--- src/cag_pkg.sv ---
// Package of constants and types for the address generation block.
package cag_pkg;
  // ----------------------------------------------------------------
  // Register byte offsets on the register bus
  // ----------------------------------------------------------------
  localparam logic [5:0] OFF_PTR0 = 6'h00;
  localparam logic [5:0] OFF_PTR1 = 6'h04;
  localparam logic [5:0] OFF_ALU_STATUS = 6'h08;
  localparam logic [5:0] OFF_BANK_SELECT = 6'h0C;
  localparam logic [5:0] OFF_TABLE_PTR_LOW = 6'h10;
  localparam logic [5:0] OFF_TABLE_PTR_HIGH = 6'h14;
  localparam logic [5:0] OFF_PC_LOW = 6'h18;
  localparam logic [5:0] OFF_PC_LATCH = 6'h1C;
  localparam logic [5:0] OFF_PC_FULL = 6'h20;
  // ----------------------------------------------------------------
  // Field positions inside the ALU status register
  // ----------------------------------------------------------------
  localparam int MODE1_LSB = 6;
  localparam int MODE0_LSB = 4;
  localparam int ZERO_BIT = 2;
  // ----------------------------------------------------------------
  // Pointer mode encodings
  // ----------------------------------------------------------------
  localparam logic [1:0] MODE_DEC = 2'h0;
  localparam logic [1:0] MODE_INC = 2'h1;
  // ----------------------------------------------------------------
  // Data space landmarks
  // ----------------------------------------------------------------
  localparam logic [7:0] ADDR_IND_PORT0 = 8'h00;
  localparam logic [7:0] ADDR_IND_PORT1 = 8'h08;
  localparam logic [7:0] ADDR_PERIPH_LO = 8'h10;
  localparam logic [7:0] ADDR_PERIPH_HI = 8'h17;
  localparam logic [7:0] ADDR_RAM_BANKED = 8'h20;
  // ----------------------------------------------------------------
  // Reset values
  // ----------------------------------------------------------------
  localparam logic [7:0] RST_BYTE = 8'h00;
  localparam logic [7:0] RST_ALU_STATUS = 8'hF0;
  localparam logic [15:0] RST_PC = 16'h0000;
  // ----------------------------------------------------------------
  // Timing: core clock cycles per instruction cycle
  // ----------------------------------------------------------------
  localparam int CYCLES_PER_INSTR = 4;
  // ----------------------------------------------------------------
  // Program counter operations presented by the decoder
  // ----------------------------------------------------------------
  typedef enum logic [2:0] {
    PC_INCR = 3'h0,
    PC_LONG_CALL = 3'h1,
    PC_CALL_JUMP = 3'h2,
    PC_RETURN = 3'h3,
    PC_VECTOR = 3'h4,
    PC_WRITE_LOW = 3'h5,
    PC_RMW_LOW = 3'h6,
    PC_SKIP = 3'h7
  } cag_pc_op_e;
endpackage

--- src/cag_core.sv ---
// Address generation: data pointers, program counter, bank select.
`timescale 1ns/1ps
// Function
// - Indirect port access reaches data memory at the matching 8-bit pointer.
// - Indirect read of a port gives zero, sets Z; write is a no-op.
// - Pointer of zero: read gives zero and sets Z; write is a no-op.
// - Two mode bits per pointer in status: upper pair one, lower zero.
// - Mode 00 post-decrements, 01 post-increments, 1x leaves pointer alone.
// - Pointer auto-update never changes any status flag.
// - Banked indirect targets use the current bank select value.
// - Indirect move transfers finish within one instruction cycle.
// - Two table pointer bytes form a 16-bit program memory address.
// - A 16-bit table latch, high and low bytes, not data mapped.
// - 16-bit counter; low byte mapped, high byte read only in the full word, written only via holding latch.
// - Counter increments each fetch in the first phase unless redirected.
// - Skipped instruction runs as forced no-op at its address.
// - Long call: high from latch, low from opcode bits 7..0.
// - Reading counter low byte copies counter high byte into latch.
// - Writing counter low byte also moves latch into high byte.
// - Read-modify-write on low byte writes result, high from latch.
// - Call/jump: opcode 12..0 to counter; latch gets pc 15..13, op 12..8.
// - Latch untouched by long call, returns, vectoring, low byte RMW.
// - Low bank nibble selects peripheral bank for 10h-17h, own load op.
// - High bank nibble selects RAM bank, loaded by its own op.
// - Unimplemented bank: reads zero, writes dropped, flags still updated.
module cag_core #(
  parameter logic [15:0] PERIPH_BANKS = 16'h00FF,
  parameter logic [15:0] RAM_BANKS = 16'h000F,
  parameter int INSTR_CYCLES = cag_pkg::CYCLES_PER_INSTR
) (
  input wire logic core_clk,
  input wire logic rst_n,
  input wire logic [5:0] avs_address,
  input wire logic avs_read,
  input wire logic avs_write,
  input wire logic [31:0] avs_writedata,
  input wire logic [3:0] avs_byteenable,
  output logic [31:0] avs_readdata,
  output logic avs_waitrequest,
  input wire logic [2:0] pc_op,
  input wire logic [15:0] opcode,
  input wire logic [7:0] pc_wdata,
  input wire logic [15:0] stack_top,
  input wire logic [15:0] vector_addr,
  input wire logic pcl_read,
  input wire logic load_peripheral_bank,
  input wire logic load_ram_bank,
  input wire logic alu_flag_we,
  input wire logic [3:0] alu_flags,
  input wire logic ind_req,
  input wire logic ind_write,
  input wire logic ind_sel,
  input wire logic [7:0] ind_wdata,
  input wire logic [7:0] dmem_rdata,
  input wire logic table_latch_load,
  input wire logic [15:0] table_latch_data,
  output logic first_clock_phase,
  output logic [15:0] pc_out,
  output logic forced_nop,
  output logic [7:0] pc_high_holding_latch,
  output logic [7:0] alu_status_register,
  output logic [7:0] bank_select_register,
  output logic [15:0] table_addr,
  output logic [15:0] table_holding_latch,
  output logic [7:0] dmem_addr,
  output logic [3:0] dmem_bank,
  output logic dmem_re,
  output logic dmem_we,
  output logic [7:0] dmem_wdata,
  output logic ind_busy,
  output logic ind_done,
  output logic [7:0] ind_rdata
);
  initial begin
    if (INSTR_CYCLES < 2 || INSTR_CYCLES > 16) begin
      $error("INSTR_CYCLES must lie between 2 and 16");
    end
  end

  // ----------------------------------------------------------------
  // Instruction cycle divider
  // ----------------------------------------------------------------
  logic [3:0] phase_cnt_reg;
  always_ff @(posedge core_clk or negedge rst_n) begin
    if (!rst_n) begin
      phase_cnt_reg <= 4'h0;
      first_clock_phase <= 1'b0;
    end else begin
      first_clock_phase <= (phase_cnt_reg == 4'h0);
      if (phase_cnt_reg == 4'(INSTR_CYCLES - 1)) begin
        phase_cnt_reg <= 4'h0;
      end else begin
        phase_cnt_reg <= phase_cnt_reg + 4'h1;
      end
    end
  end

  // ----------------------------------------------------------------
  // Register bus slave: one wait cycle, then completion
  // ----------------------------------------------------------------
  logic [7:0] ptr0_reg;
  logic [7:0] ptr1_reg;
  logic bus_req;
  logic bus_done;
  logic wr_lo;
  logic [7:0] wbyte;
  assign bus_req = avs_read || avs_write;
  assign bus_done = bus_req && !avs_waitrequest;
  assign wr_lo = bus_done && avs_write && avs_byteenable[0];
  assign wbyte = avs_writedata[7:0];

  always_ff @(posedge core_clk or negedge rst_n) begin
    if (!rst_n) begin
      avs_waitrequest <= 1'b1;
      avs_readdata <= 32'h0000_0000;
    end else begin
      avs_waitrequest <= !(bus_req && avs_waitrequest);
      if (bus_req && avs_waitrequest && avs_read) begin
        case (avs_address)
          cag_pkg::OFF_PTR0: avs_readdata <= {24'h0, ptr0_reg};
          cag_pkg::OFF_PTR1: avs_readdata <= {24'h0, ptr1_reg};
          cag_pkg::OFF_ALU_STATUS:
            avs_readdata <= {24'h0, alu_status_register};
          cag_pkg::OFF_BANK_SELECT:
            avs_readdata <= {24'h0, bank_select_register};
          cag_pkg::OFF_TABLE_PTR_LOW:
            avs_readdata <= {24'h0, table_addr[7:0]};
          cag_pkg::OFF_TABLE_PTR_HIGH:
            avs_readdata <= {24'h0, table_addr[15:8]};
          cag_pkg::OFF_PC_LOW: avs_readdata <= {24'h0, pc_out[7:0]};
          cag_pkg::OFF_PC_LATCH:
            avs_readdata <= {24'h0, pc_high_holding_latch};
          cag_pkg::OFF_PC_FULL: avs_readdata <= {16'h0, pc_out};
          default: avs_readdata <= 32'h0000_0000;
        endcase
      end
    end
  end

  // ----------------------------------------------------------------
  // Program counter
  // ----------------------------------------------------------------
  logic pcl_bus_write;
  logic pcl_bus_read;
  logic op_take;
  cag_pkg::cag_pc_op_e op;
  assign op = cag_pkg::cag_pc_op_e'(pc_op);
  assign op_take = first_clock_phase;
  assign pcl_bus_write = wr_lo && (avs_address == cag_pkg::OFF_PC_LOW);
  assign pcl_bus_read = bus_done && avs_read &&
                        (avs_address == cag_pkg::OFF_PC_LOW);

  always_ff @(posedge core_clk or negedge rst_n) begin
    if (!rst_n) begin
      pc_out <= cag_pkg::RST_PC;
    end else if (pcl_bus_write) begin
      pc_out <= {pc_high_holding_latch, wbyte};
    end else if (op_take) begin
      case (op)
        cag_pkg::PC_LONG_CALL:
          pc_out <= {pc_high_holding_latch, opcode[7:0]};
        cag_pkg::PC_CALL_JUMP:
          pc_out <= {pc_out[15:13], opcode[12:0]};
        cag_pkg::PC_RETURN: pc_out <= stack_top;
        cag_pkg::PC_VECTOR: pc_out <= vector_addr;
        cag_pkg::PC_WRITE_LOW:
          pc_out <= {pc_high_holding_latch, pc_wdata};
        cag_pkg::PC_RMW_LOW:
          pc_out <= {pc_high_holding_latch, pc_wdata};
        default: pc_out <= pc_out + 16'h0001;
      endcase
    end
  end

  // A skipped instruction still occupies its slot as a no-op.
  always_ff @(posedge core_clk or negedge rst_n) begin
    if (!rst_n) begin
      forced_nop <= 1'b0;
    end else if (op_take) begin
      forced_nop <= (op == cag_pkg::PC_SKIP);
    end
  end

  // The latch copy on a low byte read is suppressed for RMW, which
  // must leave the latch as the page select for its own jump.
  always_ff @(posedge core_clk or negedge rst_n) begin
    if (!rst_n) begin
      pc_high_holding_latch <= cag_pkg::RST_BYTE;
    end else if (wr_lo && avs_address == cag_pkg::OFF_PC_LATCH) begin
      pc_high_holding_latch <= wbyte;
    end else if (op_take && op == cag_pkg::PC_CALL_JUMP) begin
      pc_high_holding_latch <= {pc_out[15:13], opcode[12:8]};
    end else if (pcl_bus_read ||
                 (pcl_read && !(op_take && op == cag_pkg::PC_RMW_LOW))) begin
      pc_high_holding_latch <= pc_out[15:8];
    end
  end

  // ----------------------------------------------------------------
  // Bank select and table pointer / latch
  // ----------------------------------------------------------------
  always_ff @(posedge core_clk or negedge rst_n) begin
    if (!rst_n) begin
      bank_select_register <= cag_pkg::RST_BYTE;
    end else if (wr_lo && avs_address == cag_pkg::OFF_BANK_SELECT) begin
      bank_select_register <= wbyte;
    end else begin
      if (load_peripheral_bank) begin
        bank_select_register[3:0] <= opcode[3:0];
      end
      if (load_ram_bank) begin
        bank_select_register[7:4] <= opcode[7:4];
      end
    end
  end

  always_ff @(posedge core_clk or negedge rst_n) begin
    if (!rst_n) begin
      table_addr <= {cag_pkg::RST_BYTE, cag_pkg::RST_BYTE};
    end else if (wr_lo && avs_address == cag_pkg::OFF_TABLE_PTR_LOW) begin
      table_addr[7:0] <= wbyte;
    end else if (wr_lo && avs_address == cag_pkg::OFF_TABLE_PTR_HIGH) begin
      table_addr[15:8] <= wbyte;
    end
  end

  // Deliberately absent from the bus map: only transfers load it.
  always_ff @(posedge core_clk or negedge rst_n) begin
    if (!rst_n) begin
      table_holding_latch <= {cag_pkg::RST_BYTE, cag_pkg::RST_BYTE};
    end else if (table_latch_load) begin
      table_holding_latch <= table_latch_data;
    end
  end

  // ----------------------------------------------------------------
  // Indirect access, stage one: decode pointer into a memory request
  // ----------------------------------------------------------------
  logic [7:0] ind_addr;
  logic ind_take;
  logic to_port;
  logic forced;
  logic periph_win;
  logic ram_win;
  logic [3:0] bank_next;
  logic impl;
  logic acc_sel_reg;
  logic acc_wr_reg;
  logic acc_void_reg;

  assign ind_take = ind_req && !ind_busy;
  assign ind_addr = ind_sel ? ptr1_reg : ptr0_reg;
  assign to_port = (ind_addr == cag_pkg::ADDR_IND_PORT0) ||
                   (ind_addr == cag_pkg::ADDR_IND_PORT1);
  assign forced = to_port || (ind_addr == 8'h00);
  assign periph_win = (ind_addr >= cag_pkg::ADDR_PERIPH_LO) &&
                      (ind_addr <= cag_pkg::ADDR_PERIPH_HI);
  assign ram_win = (ind_addr >= cag_pkg::ADDR_RAM_BANKED);
  assign bank_next = periph_win ? bank_select_register[3:0] :
                     ram_win ? bank_select_register[7:4] : 4'h0;
  assign impl = periph_win ? PERIPH_BANKS[bank_next] :
                ram_win ? RAM_BANKS[bank_next] : 1'b1;

  always_ff @(posedge core_clk or negedge rst_n) begin
    if (!rst_n) begin
      ind_busy <= 1'b0;
      dmem_addr <= cag_pkg::RST_BYTE;
      dmem_bank <= 4'h0;
      dmem_re <= 1'b0;
      dmem_we <= 1'b0;
      dmem_wdata <= cag_pkg::RST_BYTE;
      acc_sel_reg <= 1'b0;
      acc_wr_reg <= 1'b0;
      acc_void_reg <= 1'b0;
    end else begin
      ind_busy <= ind_take;
      dmem_re <= ind_take && !ind_write && !forced && impl;
      dmem_we <= ind_take && ind_write && !forced && impl;
      if (ind_take) begin
        dmem_addr <= ind_addr;
        dmem_bank <= bank_next;
        dmem_wdata <= ind_wdata;
        acc_sel_reg <= ind_sel;
        acc_wr_reg <= ind_write;
        acc_void_reg <= forced || !impl;
      end
    end
  end

  // ----------------------------------------------------------------
  // Stage two: result and pointer post-update, on the same edge
  // ----------------------------------------------------------------
  logic zero_set;
  always_ff @(posedge core_clk or negedge rst_n) begin
    if (!rst_n) begin
      ind_done <= 1'b0;
      ind_rdata <= cag_pkg::RST_BYTE;
      zero_set <= 1'b0;
    end else begin
      ind_done <= ind_busy;
      zero_set <= 1'b0;
      if (ind_busy && !acc_wr_reg) begin
        ind_rdata <= acc_void_reg ? 8'h00 : dmem_rdata;
        zero_set <= acc_void_reg;
      end
    end
  end

  function automatic logic [7:0] step_ptr(input logic [7:0] p,
                                          input logic [1:0] m);
    logic [7:0] r;
    r = p;
    if (m == cag_pkg::MODE_DEC) begin
      r = p - 8'h01;
    end else if (m == cag_pkg::MODE_INC) begin
      r = p + 8'h01;
    end
    return r;
  endfunction

  logic [1:0] mode0;
  logic [1:0] mode1;
  assign mode0 = alu_status_register[cag_pkg::MODE0_LSB +: 2];
  assign mode1 = alu_status_register[cag_pkg::MODE1_LSB +: 2];

  // Pointers move on the cycle the memory access is presented, so the
  // address already issued is the pre-update value.
  always_ff @(posedge core_clk or negedge rst_n) begin
    if (!rst_n) begin
      ptr0_reg <= cag_pkg::RST_BYTE;
    end else if (wr_lo && avs_address == cag_pkg::OFF_PTR0) begin
      ptr0_reg <= wbyte;
    end else if (ind_busy && !acc_sel_reg) begin
      ptr0_reg <= step_ptr(ptr0_reg, mode0);
    end
  end

  always_ff @(posedge core_clk or negedge rst_n) begin
    if (!rst_n) begin
      ptr1_reg <= cag_pkg::RST_BYTE;
    end else if (wr_lo && avs_address == cag_pkg::OFF_PTR1) begin
      ptr1_reg <= wbyte;
    end else if (ind_busy && acc_sel_reg) begin
      ptr1_reg <= step_ptr(ptr1_reg, mode1);
    end
  end

  // Pointer stepping has no path into this register at all.
  always_ff @(posedge core_clk or negedge rst_n) begin
    if (!rst_n) begin
      alu_status_register <= cag_pkg::RST_ALU_STATUS;
    end else begin
      if (wr_lo && avs_address == cag_pkg::OFF_ALU_STATUS) begin
        alu_status_register <= wbyte;
      end else if (alu_flag_we) begin
        alu_status_register[3:0] <= alu_flags;
      end
      if (zero_set) begin
        alu_status_register[cag_pkg::ZERO_BIT] <= 1'b1;
      end
    end
  end
endmodule

--- config.mk ---
export PLATFORM = sky130hd
export DESIGN_NAME = cag_core
export DESIGN_NICKNAME = d
export VERILOG_FILES = /design/src/cag_pkg.sv /design/src/cag_core.sv
export SDC_FILE = /design/constraint.sdc
export NUM_CORES = 1
export LEC_CHECK = 0
export BUFFER_PORTS_ARGS = -buffer_cell sky130_fd_sc_hd__clkbuf_2
export CAP_MARGIN = 20
export CELL_PAD_IN_SITES_DETAIL_PLACEMENT = 1
export CELL_PAD_IN_SITES_GLOBAL_PLACEMENT = 1
export CORE_ASPECT_RATIO = 1.1
export CORE_UTILIZATION = 39
export CTS_BUF_LIST = sky130_fd_sc_hd__clkbuf_8
export DETAILED_ROUTE_END_ITERATION = 12
export PLACE_DENSITY_LB_ADDON = 0.1
export SYNTH_ARGS = -nofsm -noshare
export SYNTH_HDL_FRONTEND = slang
export SYNTH_SLANG_ARGS = --single-unit
--- constraint.sdc ---
create_clock -name core_clk -period 3 [get_ports core_clk]
set_input_delay 0.15 -clock core_clk [delete_from_list [all_inputs] [get_ports core_clk]]
set_output_delay 0.15 -clock core_clk [all_outputs]
set_load 0.01 [all_outputs]
==> results of run 1 <==
## metal layers
metal	up-vias	track usage, %
met1	3980	35.0
met3	50	4.40
li1	3668	-
met5	-	0
met4	0	9.58
met2	254	48.3
## power breakdown
part	internal [uW]	switching (uW)
clock network	612	892
registers	2320	489
logic	930	1150
## path summary, 6_finish.rpt
path / from / endpoint / depth (start not counted)
max: alu_status_register[6] / ptr1_reg[7] / 9
min: opcode[0] / bank_select_register[0] / 3
max reg2reg: alu_status_register[6] / ptr1_reg[7] / 9
min reg2reg: zero_set / alu_status_register[2] / 1
max in group asynchronous: rst_n / alu_status_register[5] / 3
min in group asynchronous: rst_n / table_holding_latch[15] / 2
## per-stage QoR
step	cells	worst slack [ns]	total power [uW]
3_5_place_dp	1369	0.557	4880
6_report	1440	0.497	6400
2_1_floorplan	893	0.777	4000
3_3_place_gp	1369	0.605	4830
4_1_cts	1440	0.515	6440
5_1_grt	1440	0.349	6810
## what timing repair did
action                                  in CTS  in global routing
hold buffers                                39                  0
setup buffers                                0                  0
endpoints found under the hold margin      100                  0
endpoints found under the setup margin       0                  0
## cell usage in the layout, fill, tap and decap left out, types with 5 or more instances in the layout
cell           instances
dfstp_2                5
buf_4                 12
inv_8                  5
xor2_1                 9
a21oi_1               65
clkbuf_2             240
conb_1                16
nor3b_1                5
nor2_1                57
inv_1                 20
nor4_1                 5
o221ai_1              12
o22ai_1                6
o21ai_0               69
a211oi_1               7
nor3_1                14
a222oi_1               8
o21ai_1                8
a22oi_1               17
xnor2_1                7
inv_6                  5
or2_2                  5
and3_1                 7
dlygate4sd3_1         39
nand2b_1               7
o211ai_1               8
mux2_2                42
mux2_4                 8
nor2b_1               10
nand2_1              123
dfrtp_1              142
a31oi_1                7
ha_1                  15
nand3_1               17
clkbuf_8              17
mux2i_1               32
a22o_1                10
a21o_1                 9
## layout make-up
| cell class | count | area, um^2 | share of cell area (%) |
|---|---|---|---|
| clock buffers | 17 | 234 | 2.23 |
| repair buffers | 293 | 1710 | 16.3 |
| well taps | 285 | 357 | 3.40 |
| flip-flops and latches | 147 | 3680 | 35.1 |
| inverters | 21 | 78.8 | 0.752 |
| multi-input cells | 662 | 4280 | 40.8 |
| clock inverters | 15 | 138 | 1.31 |
## worst max-delay path, stage by stage (launching register included)
cell      delay [ns]
dfstp_2         0.41
or2_2           0.35
inv_1           0.19
ha_1            0.27
a21o_1          0.19
and4_1          0.21
nor3_1          0.34
a211oi_1        0.15
xor2_1          0.17
a21oi_1         0.16
## cells by family (layout without fill, tap and decap cells)
| family | Yosys count | in the layout | synth area share [%] |
|---|---|---|---|
| DFF | 147 | 147 | 44.3 |
| muxes | 82 | 82 | 11.0 |
| xor gates and xnor gates | 16 | 16 | 1.68 |
| and+or+nand+nor | 278 | 278 | 15.9 |
| buffers and inverters | 84 | 346 | 4.90 |
| other | 1 | 16 | 0.0451 |
| adders and majority gates | 17 | 17 | 2.74 |
| AOI/OAI and AO/OA | 253 | 253 | 19.4 |
==> metrics.md, run 1 <==
| Metric | Value |
|---|---|
| Largest net degree at the start of global routing | `between 60 and 70` |
| Routability congestion estimate | `a little under 0.9` |
| Core Rows | `55` |
| Routed len/inst | `approximately 21 um` |
| Starting density of the core | `40.2%` |
| Clock-pin transition on the worst setup and hold timing paths | `0.10 ns` |
| Post-synth EDFFs | `0` |
| Sequential share of the synthesized area | `44.3%` |
| Vias in the first global route | `around 8,000` |
| Synth top area share | `42.7%` |
| Post-synth ARST share | `100%` |
| CP Capture Type | `register` |
| Status | `completed` |
| Met3 WL | `1440 um` |
| GR Overflow Total | `0` |
| Diodes inserted | `0` |
| Global Route Usage Sum | `between 20% and 30%` |
| Nets | `roughly 1,300` |
| Met1 Routed Length | `12,600 um` |
| Leak | `0.00505 uW` |
| Endpoints failing setup | `0` |
| Critical Path AT | `a little under 3 ns` |
| Worst hold slack | `around 0.017 ns` |
| Crit path launch type | `register` |
| Dominant cells by area after synthesis | `dfrtp_1 (43%), mux2_2 (5.7%), nand2_1 (5.5%), o21ai_0 (4.2%), a21oi_1 (3.9%)` |
| Layout area overhead | `26.1%` |
| Setup TNS | `0 ns` |
| MaxCap Viol Count | `0` |
| Worst-path fanout max | `6` |
| Mean Syn Cell Area | `9.48 um^2` |
| Via count | `7,952` |
| Die height | `155 um` |
| CTS tree | `done` |
| Cells after Synth | `approximately 880` |
| Die X | `141 um` |
| TritonCTS buffer count | `17` |
| Reg2reg setup slack | `approximately 0.5 ns` |
| Vias per cell | `5.52` |
| Required @ worst endpoint | `roughly 3.4 ns` |
| Pwr dens | `610 mW/mm^2` |
| Final Hold Vio Count | `0` |
| Post-route ant nets | `0` |
| Bufs on Longest Clock Path | `2` |
| RSZ-0062 raised after global routing | `false` |
| Slew Viols, Final | `0` |
| Fillers | `between 2,000 and 2,500` |
| Clock root cell | `clkbuf_8` |
| First-iteration detailed-routing DRC count | `424` |
| Count leader, synth | `dfrtp_1` |
| CORE AREA | `0.0207 mm^2` |
| TritonRoute pass-1 iters | `6` |
| Synth Register Bits | `147` |
| Tcrit/Tclk final | `83.4%` |
| Peak supply drop | `0.413 mV` |
| Count of cell types in the netlist | `67` |
| Least-Margin Pin Slew | `0.860 ns` |
| Final Util | `50.6%` |
| Final wirelength | `29,800 um` |
| H-tree levels | `4` |
| Die area | `approximately 0.022 mm^2` |
| Skew final | `0.0175 ns` |
| Final instance area | `0.0105 mm^2` |
| Main synth FF type | `dfrtp_1` |
| Top routing layer used | `met4` |
| Slew headroom | `a little over two fifths` |
| Port Buffers | `around 240` |
| Met2 wire length | `between 10,000 and 15,000 um` |
| Crit path time final | `2.50 ns` |
| Type of the most critical hold path | `in2reg` |
| Post-Syn Area | `0.00832 mm^2` |
| DRC | `0` |
| IO Pins | `288` |
| Clk_lat worst skew | `0.46 ns` |
| YS warnings | `0` |
| Synth area leader | `dfrtp_1` |
| CTS Sinks | `147` |
| Ratio of cells with drive above 1 in the final layout | `roughly a third` |
| F_max | `about 400 MHz` |
| Post-CTS resize count | `0` |
| DP Area | `0.00973 mm^2` |
| Synth top cells by count | `dfrtp_1 (142), nand2_1 (123), o21ai_0 (69)` |
| Initial antenna violation count | `0` |
| Crit path kind | `reg2reg` |
| First-pass GRT wire length | `between 40,000 and 50,000 um` |
| Post-detail-place hpwl | `roughly 22,000 um` |
No activity file was read; power rests on OpenSTA's default activity.
==> run 2, diff against run 1 <==
--- a/config.mk
+++ b/config.mk
@@ -5,12 +5,13 @@
 export SDC_FILE = /design/constraint.sdc
 export NUM_CORES = 1
 export LEC_CHECK = 0
+export ABC_AREA = 1
 export BUFFER_PORTS_ARGS = -buffer_cell sky130_fd_sc_hd__clkbuf_2
 export CAP_MARGIN = 20
 export CELL_PAD_IN_SITES_DETAIL_PLACEMENT = 1
 export CELL_PAD_IN_SITES_GLOBAL_PLACEMENT = 1
 export CORE_ASPECT_RATIO = 1.1
-export CORE_UTILIZATION = 39
+export CORE_UTILIZATION = 37
 export CTS_BUF_LIST = sky130_fd_sc_hd__clkbuf_8
 export DETAILED_ROUTE_END_ITERATION = 12
 export PLACE_DENSITY_LB_ADDON = 0.1
==> constraint.sdc (replaced) <==
create_clock -name core_clk -period 2.5 [get_ports core_clk]
set_input_delay 0.125 -clock core_clk [delete_from_list [all_inputs] [get_ports core_clk]]
set_output_delay 0.125 -clock core_clk [all_outputs]
set_load 0.01 [all_outputs]
==> metrics.md, run 2 <==
| Metric | Value |
|---|---|
| Skew final | `0.0208 ns (was 0.0175 ns)` |
| Met3 WL | `1410 um (was 1440 um)` |
| CP Capture Type | `register (unchanged)` |
| Post-route ant nets | `0 (unchanged)` |
| Via count | `8,473 (was 7,952)` |
| Post-Syn Area | `0.00825 mm^2 (was 0.00832 mm^2)` |
| Vias per cell | `5.11 (was 5.52)` |
| Dominant cells by area after synthesis | `dfrtp_1 (43%), nand2_1 (14%), inv_1 (4.6%), o21ai_0 (4.2%), nand3_1 (4.0%) (was dfrtp_1 (43%), mux2_2 (5.7%), nand2_1 (5.5%), o21ai_0 (4.2%), a21oi_1 (3.9%))` |
| Switching Fraction | `39.8% (was 39.6%)` |
| Synth area leader | `dfrtp_1 (unchanged)` |
| Area occupied by multi-input gates | `0.00394 mm^2 (was 0.00428 mm^2)` |
| Post-placement setup slack | `0.379 ns (was 0.557 ns)` |
| CTS Sinks | `147 (unchanged)` |
| Post-synth ARST share | `100% (unchanged)` |
| Vias in the first global route | `8,776 (was 7,990)` |
| Sequential standard cell area | `0.00368 mm^2 (unchanged)` |
| Pwr dens | `713 mW/mm^2 (was 610 mW/mm^2)` |
| Die X | `144 um (was 141 um)` |
| IO Pins | `288 (unchanged)` |
| H-tree levels | `4 (unchanged)` |
| Bufs on Longest Clock Path | `2 (unchanged)` |
| Most common cell after layout, fill and taps aside | `nand2_1 (was clkbuf_2)` |
| Leak | `0.00562 uW (was 0.00505 uW)` |
| Main synth FF type | `dfrtp_1 (unchanged)` |
| Sequential share of the synthesized area | `44.6% (was 44.3%)` |
| Nets | `1,522 (was 1,308)` |
| Most frequent CP cell | `nand2_1` |
| Die area | `0.0229 mm^2 (was 0.0219 mm^2)` |
| Slew headroom | `42.8% (was 42.3%)` |
| F_max | `427 MHz (was 400 MHz)` |
| Layout area overhead | `31.9% (was 26.1%)` |
| CP cell instances | `inv_1, o21ai_0, nand2_1, o21bai_2, nor2_4, a22oi_1, nand2_1, dlygate4sd3_1 (was or2_2, inv_1, ha_1, a21o_1, and4_1, nor3_1, a211oi_1, xor2_1, a21oi_1)` |
| Least-Margin Pin Slew | `0.855 ns (was 0.860 ns)` |
| Delay of the slowest cell on the worst path | `0.54 ns (was 0.41 ns)` |
| Final Hold Vio Count | `0 (unchanged)` |
| TritonRoute pass-1 iters | `5 (was 6)` |
| Tcrit/Tclk final | `93.7% (was 83.4%)` |
| Post-CTS Setup Repair Bufs | `0 (unchanged)` |
| TritonCTS buffer count | `17 (unchanged)` |
| Met1 Routed Length | `13,600 um (was 12,600 um)` |
| Psw | `3090 uW (was 2540 uW)` |
| Mean Syn Cell Area | `8.01 um^2 (was 9.48 um^2)` |
| Synth top area share | `43.0% (was 42.7%)` |
| Clock-pin transition on the worst setup and hold timing paths | `0.08 ns (was 0.10 ns)` |
| Worst hold slack | `0.0234 ns (was 0.0171 ns)` |
| Final Util | `50.4% (was 50.6%)` |
| Status | `completed (unchanged)` |
| Met2 wire length | `16,700 um (was 15,000 um)` |
| CORE AREA | `0.0216 mm^2 (was 0.0207 mm^2)` |
| Crit path launch type | `register (unchanged)` |
| Synth Register Bits | `147 (unchanged)` |
| Required @ worst endpoint | `2.89 ns (was 3.38 ns)` |
| Setup TNS | `0 ns (unchanged)` |
| Final std cells w/o fill | `1,658 (was 1,440)` |
| Port Buffers | `241 (unchanged)` |
| GR Overflow Total | `0 (unchanged)` |
| Ratio of cells with drive above 1 in the final layout | `25.9% (was 31.5%)` |
| First-pass GRT wire length | `49,500 um (was 46,000 um)` |
| Clock Power Share | `24.1% (was 23.5%)` |
| Routed len/inst | `19.5 um (was 20.7 um)` |
| Logic gate share of total power | `35.1% (was 32.6%)` |
| Endpoints failing setup | `0 (unchanged)` |
| Worst setup margin | `0.157 ns (was 0.497 ns)` |
| Cells after Synth | `1,030 (was 878)` |
| Global Route Usage Sum | `29.1% (was 27.8%)` |
| Synth top cells by count | `nand2_1 (309), dfrtp_1 (142), inv_1 (102) (was dfrtp_1 (142), nand2_1 (123), o21ai_0 (69))` |
| Initial antenna violation count | `0 (unchanged)` |
| Count of cell types in the netlist | `48 (was 67)` |
| Post-synth EDFFs | `0 (unchanged)` |
| Crit path kind | `reg2reg (unchanged)` |
| Count leader, synth | `nand2_1 (was dfrtp_1)` |
| Die height | `159 um (was 155 um)` |
| CP max stage cell | `dlygate4sd3_1 (was dfstp_2)` |
| Reg power frac | `40.7% (was 43.9%)` |
| First-iteration detailed-routing DRC count | `457 (was 424)` |
| DRC | `0 (unchanged)` |
| CTS tree | `done (unchanged)` |
| Clock root cell | `clkbuf_8 (unchanged)` |
| Fillers | `2,772 (was 2,452)` |
| Most frequent cells in the layout | `nand2_1 (309), clkbuf_2 (240), dfrtp_1 (142) (was clkbuf_2 (240), dfrtp_1 (142), nand2_1 (123))` |
| YS warnings | `0 (unchanged)` |
| Largest net degree at the start of global routing | `59 (was 66)` |
| RSZ-0062 raised after global routing | `false (unchanged)` |
| Crit path time final | `2.34 ns (was 2.50 ns)` |
| Worst path bufs/invs | `2 (was 1)` |
| MaxCap Viol Count | `0 (unchanged)` |
| Core Rows | `56 (was 55)` |
| Placed cell count | `1,556 (was 1,369)` |
| Critical Path AT | `2.74 ns (was 2.89 ns)` |
| Clk_lat worst skew | `0.47 ns (was 0.46 ns)` |
| Peak supply drop | `0.435 mV (was 0.413 mV)` |
| Top routing layer used | `met4 (unchanged)` |
| Starting density of the core | `38.2% (was 40.2%)` |
| Crit path max-delay family | `buffers and inverters (was simple AND/OR/NAND/NOR gates)` |
| Slew Viols, Final | `0 (unchanged)` |
| Post-detail-place hpwl | `24,300 um (was 22,100 um)` |
| Worst-path fanout max | `11 (was 6)` |
| Final wirelength | `32,400 um (was 29,800 um)` |
| Diodes inserted | `0 (unchanged)` |
| Routability congestion estimate | `0.886 (was 0.875)` |
| Pint | `4670 uW (was 3860 uW)` |
| Type of the most critical hold path | `in2reg (unchanged)` |
==> run 2: stage by stage <==
step | power, uW | instance area [um^2]
2_1_floorplan | 4770 | 8310
3_3_place_gp | 5740 | 9790
3_5_place_dp | 5830 | 9790
4_1_cts | 7810 | 10900
5_1_grt | 8270 | 10900
6_report | 7760 | 10900
==> run 2: per-layer routing <==
metal / global-route usage, % / vias up
li1: - / 4067
met1: 35.5 / 4142
met2: 52.5 / 221
met3: 4.36 / 43
met4: 8.87 / 0
met5: 0 / -
==> run 2: worst register-to-register path, stage by stage, from the launching register on <==
cell and delay [ns]:
dfrtp_1 0.50, inv_1 0.25, o21ai_0 0.25, nand2_1 0.07, o21bai_2 0.30, nor2_4 0.21
a22oi_1 0.09, nand2_1 0.06, dlygate4sd3_1 0.54
==> run 2: repair_timing <==
action | in CTS | in global routing
endpoints found under the hold margin | 114 | 0
gates resized for setup | 0 | 1
hold buffers | 71 | 0
endpoints found under the setup margin | 0 | 2
==> run 2: cell type report <==
cell class	count	area share (%)
clock buffers	17	2.15
well taps	290	3.33
flip-flops and latches	147	33.9
clock inverters	14	1.31
multi-input cells	742	36.2
repair buffers	332	19.2
inverters	116	4.00
==> run 2: final timing paths <==
kind	startpoint	end	slack, ns	depth (start not counted)
max in group asynchronous	rst_n	alu_status_register[6]	1.44	3
min	stack_top[8]	pc_out[8]	0.02	4
max reg2reg	first_clock_phase	pc_high_holding_latch[2]	0.16	8
min reg2reg	phase_cnt_reg[3]	first_clock_phase	0.44	1
min in group asynchronous	rst_n	forced_nop	0.22	2
max	first_clock_phase	pc_high_holding_latch[2]	0.16	8
==> run 2: cells by family (layout without fill, tap and decap cells) <==
kind of cell | Yosys count | count (layout) | synth area share [%]
buffers and inverters | 156 | 479 | 8.37
DFF | 147 | 147 | 44.6
xor gates and xnor gates | 22 | 22 | 2.33
muxes | 16 | 16 | 2.18
other | 1 | 16 | 0.0454
adders and majority gates | 17 | 17 | 2.76
AOI/OAI and AO/OA | 196 | 196 | 14.8
and+or+nand+nor | 475 | 475 | 24.9
==> run 2: power by group through the flow <==
stage,Sequential [uW],Clock (uW),Combinational [uW]
floorplan,3210,0,1570
global placement,3190,0,2550
detailed placement,3200,0,2620
CTS,3160,1920,2740
global route,3210,1990,3070
finish,3160,1870,2730
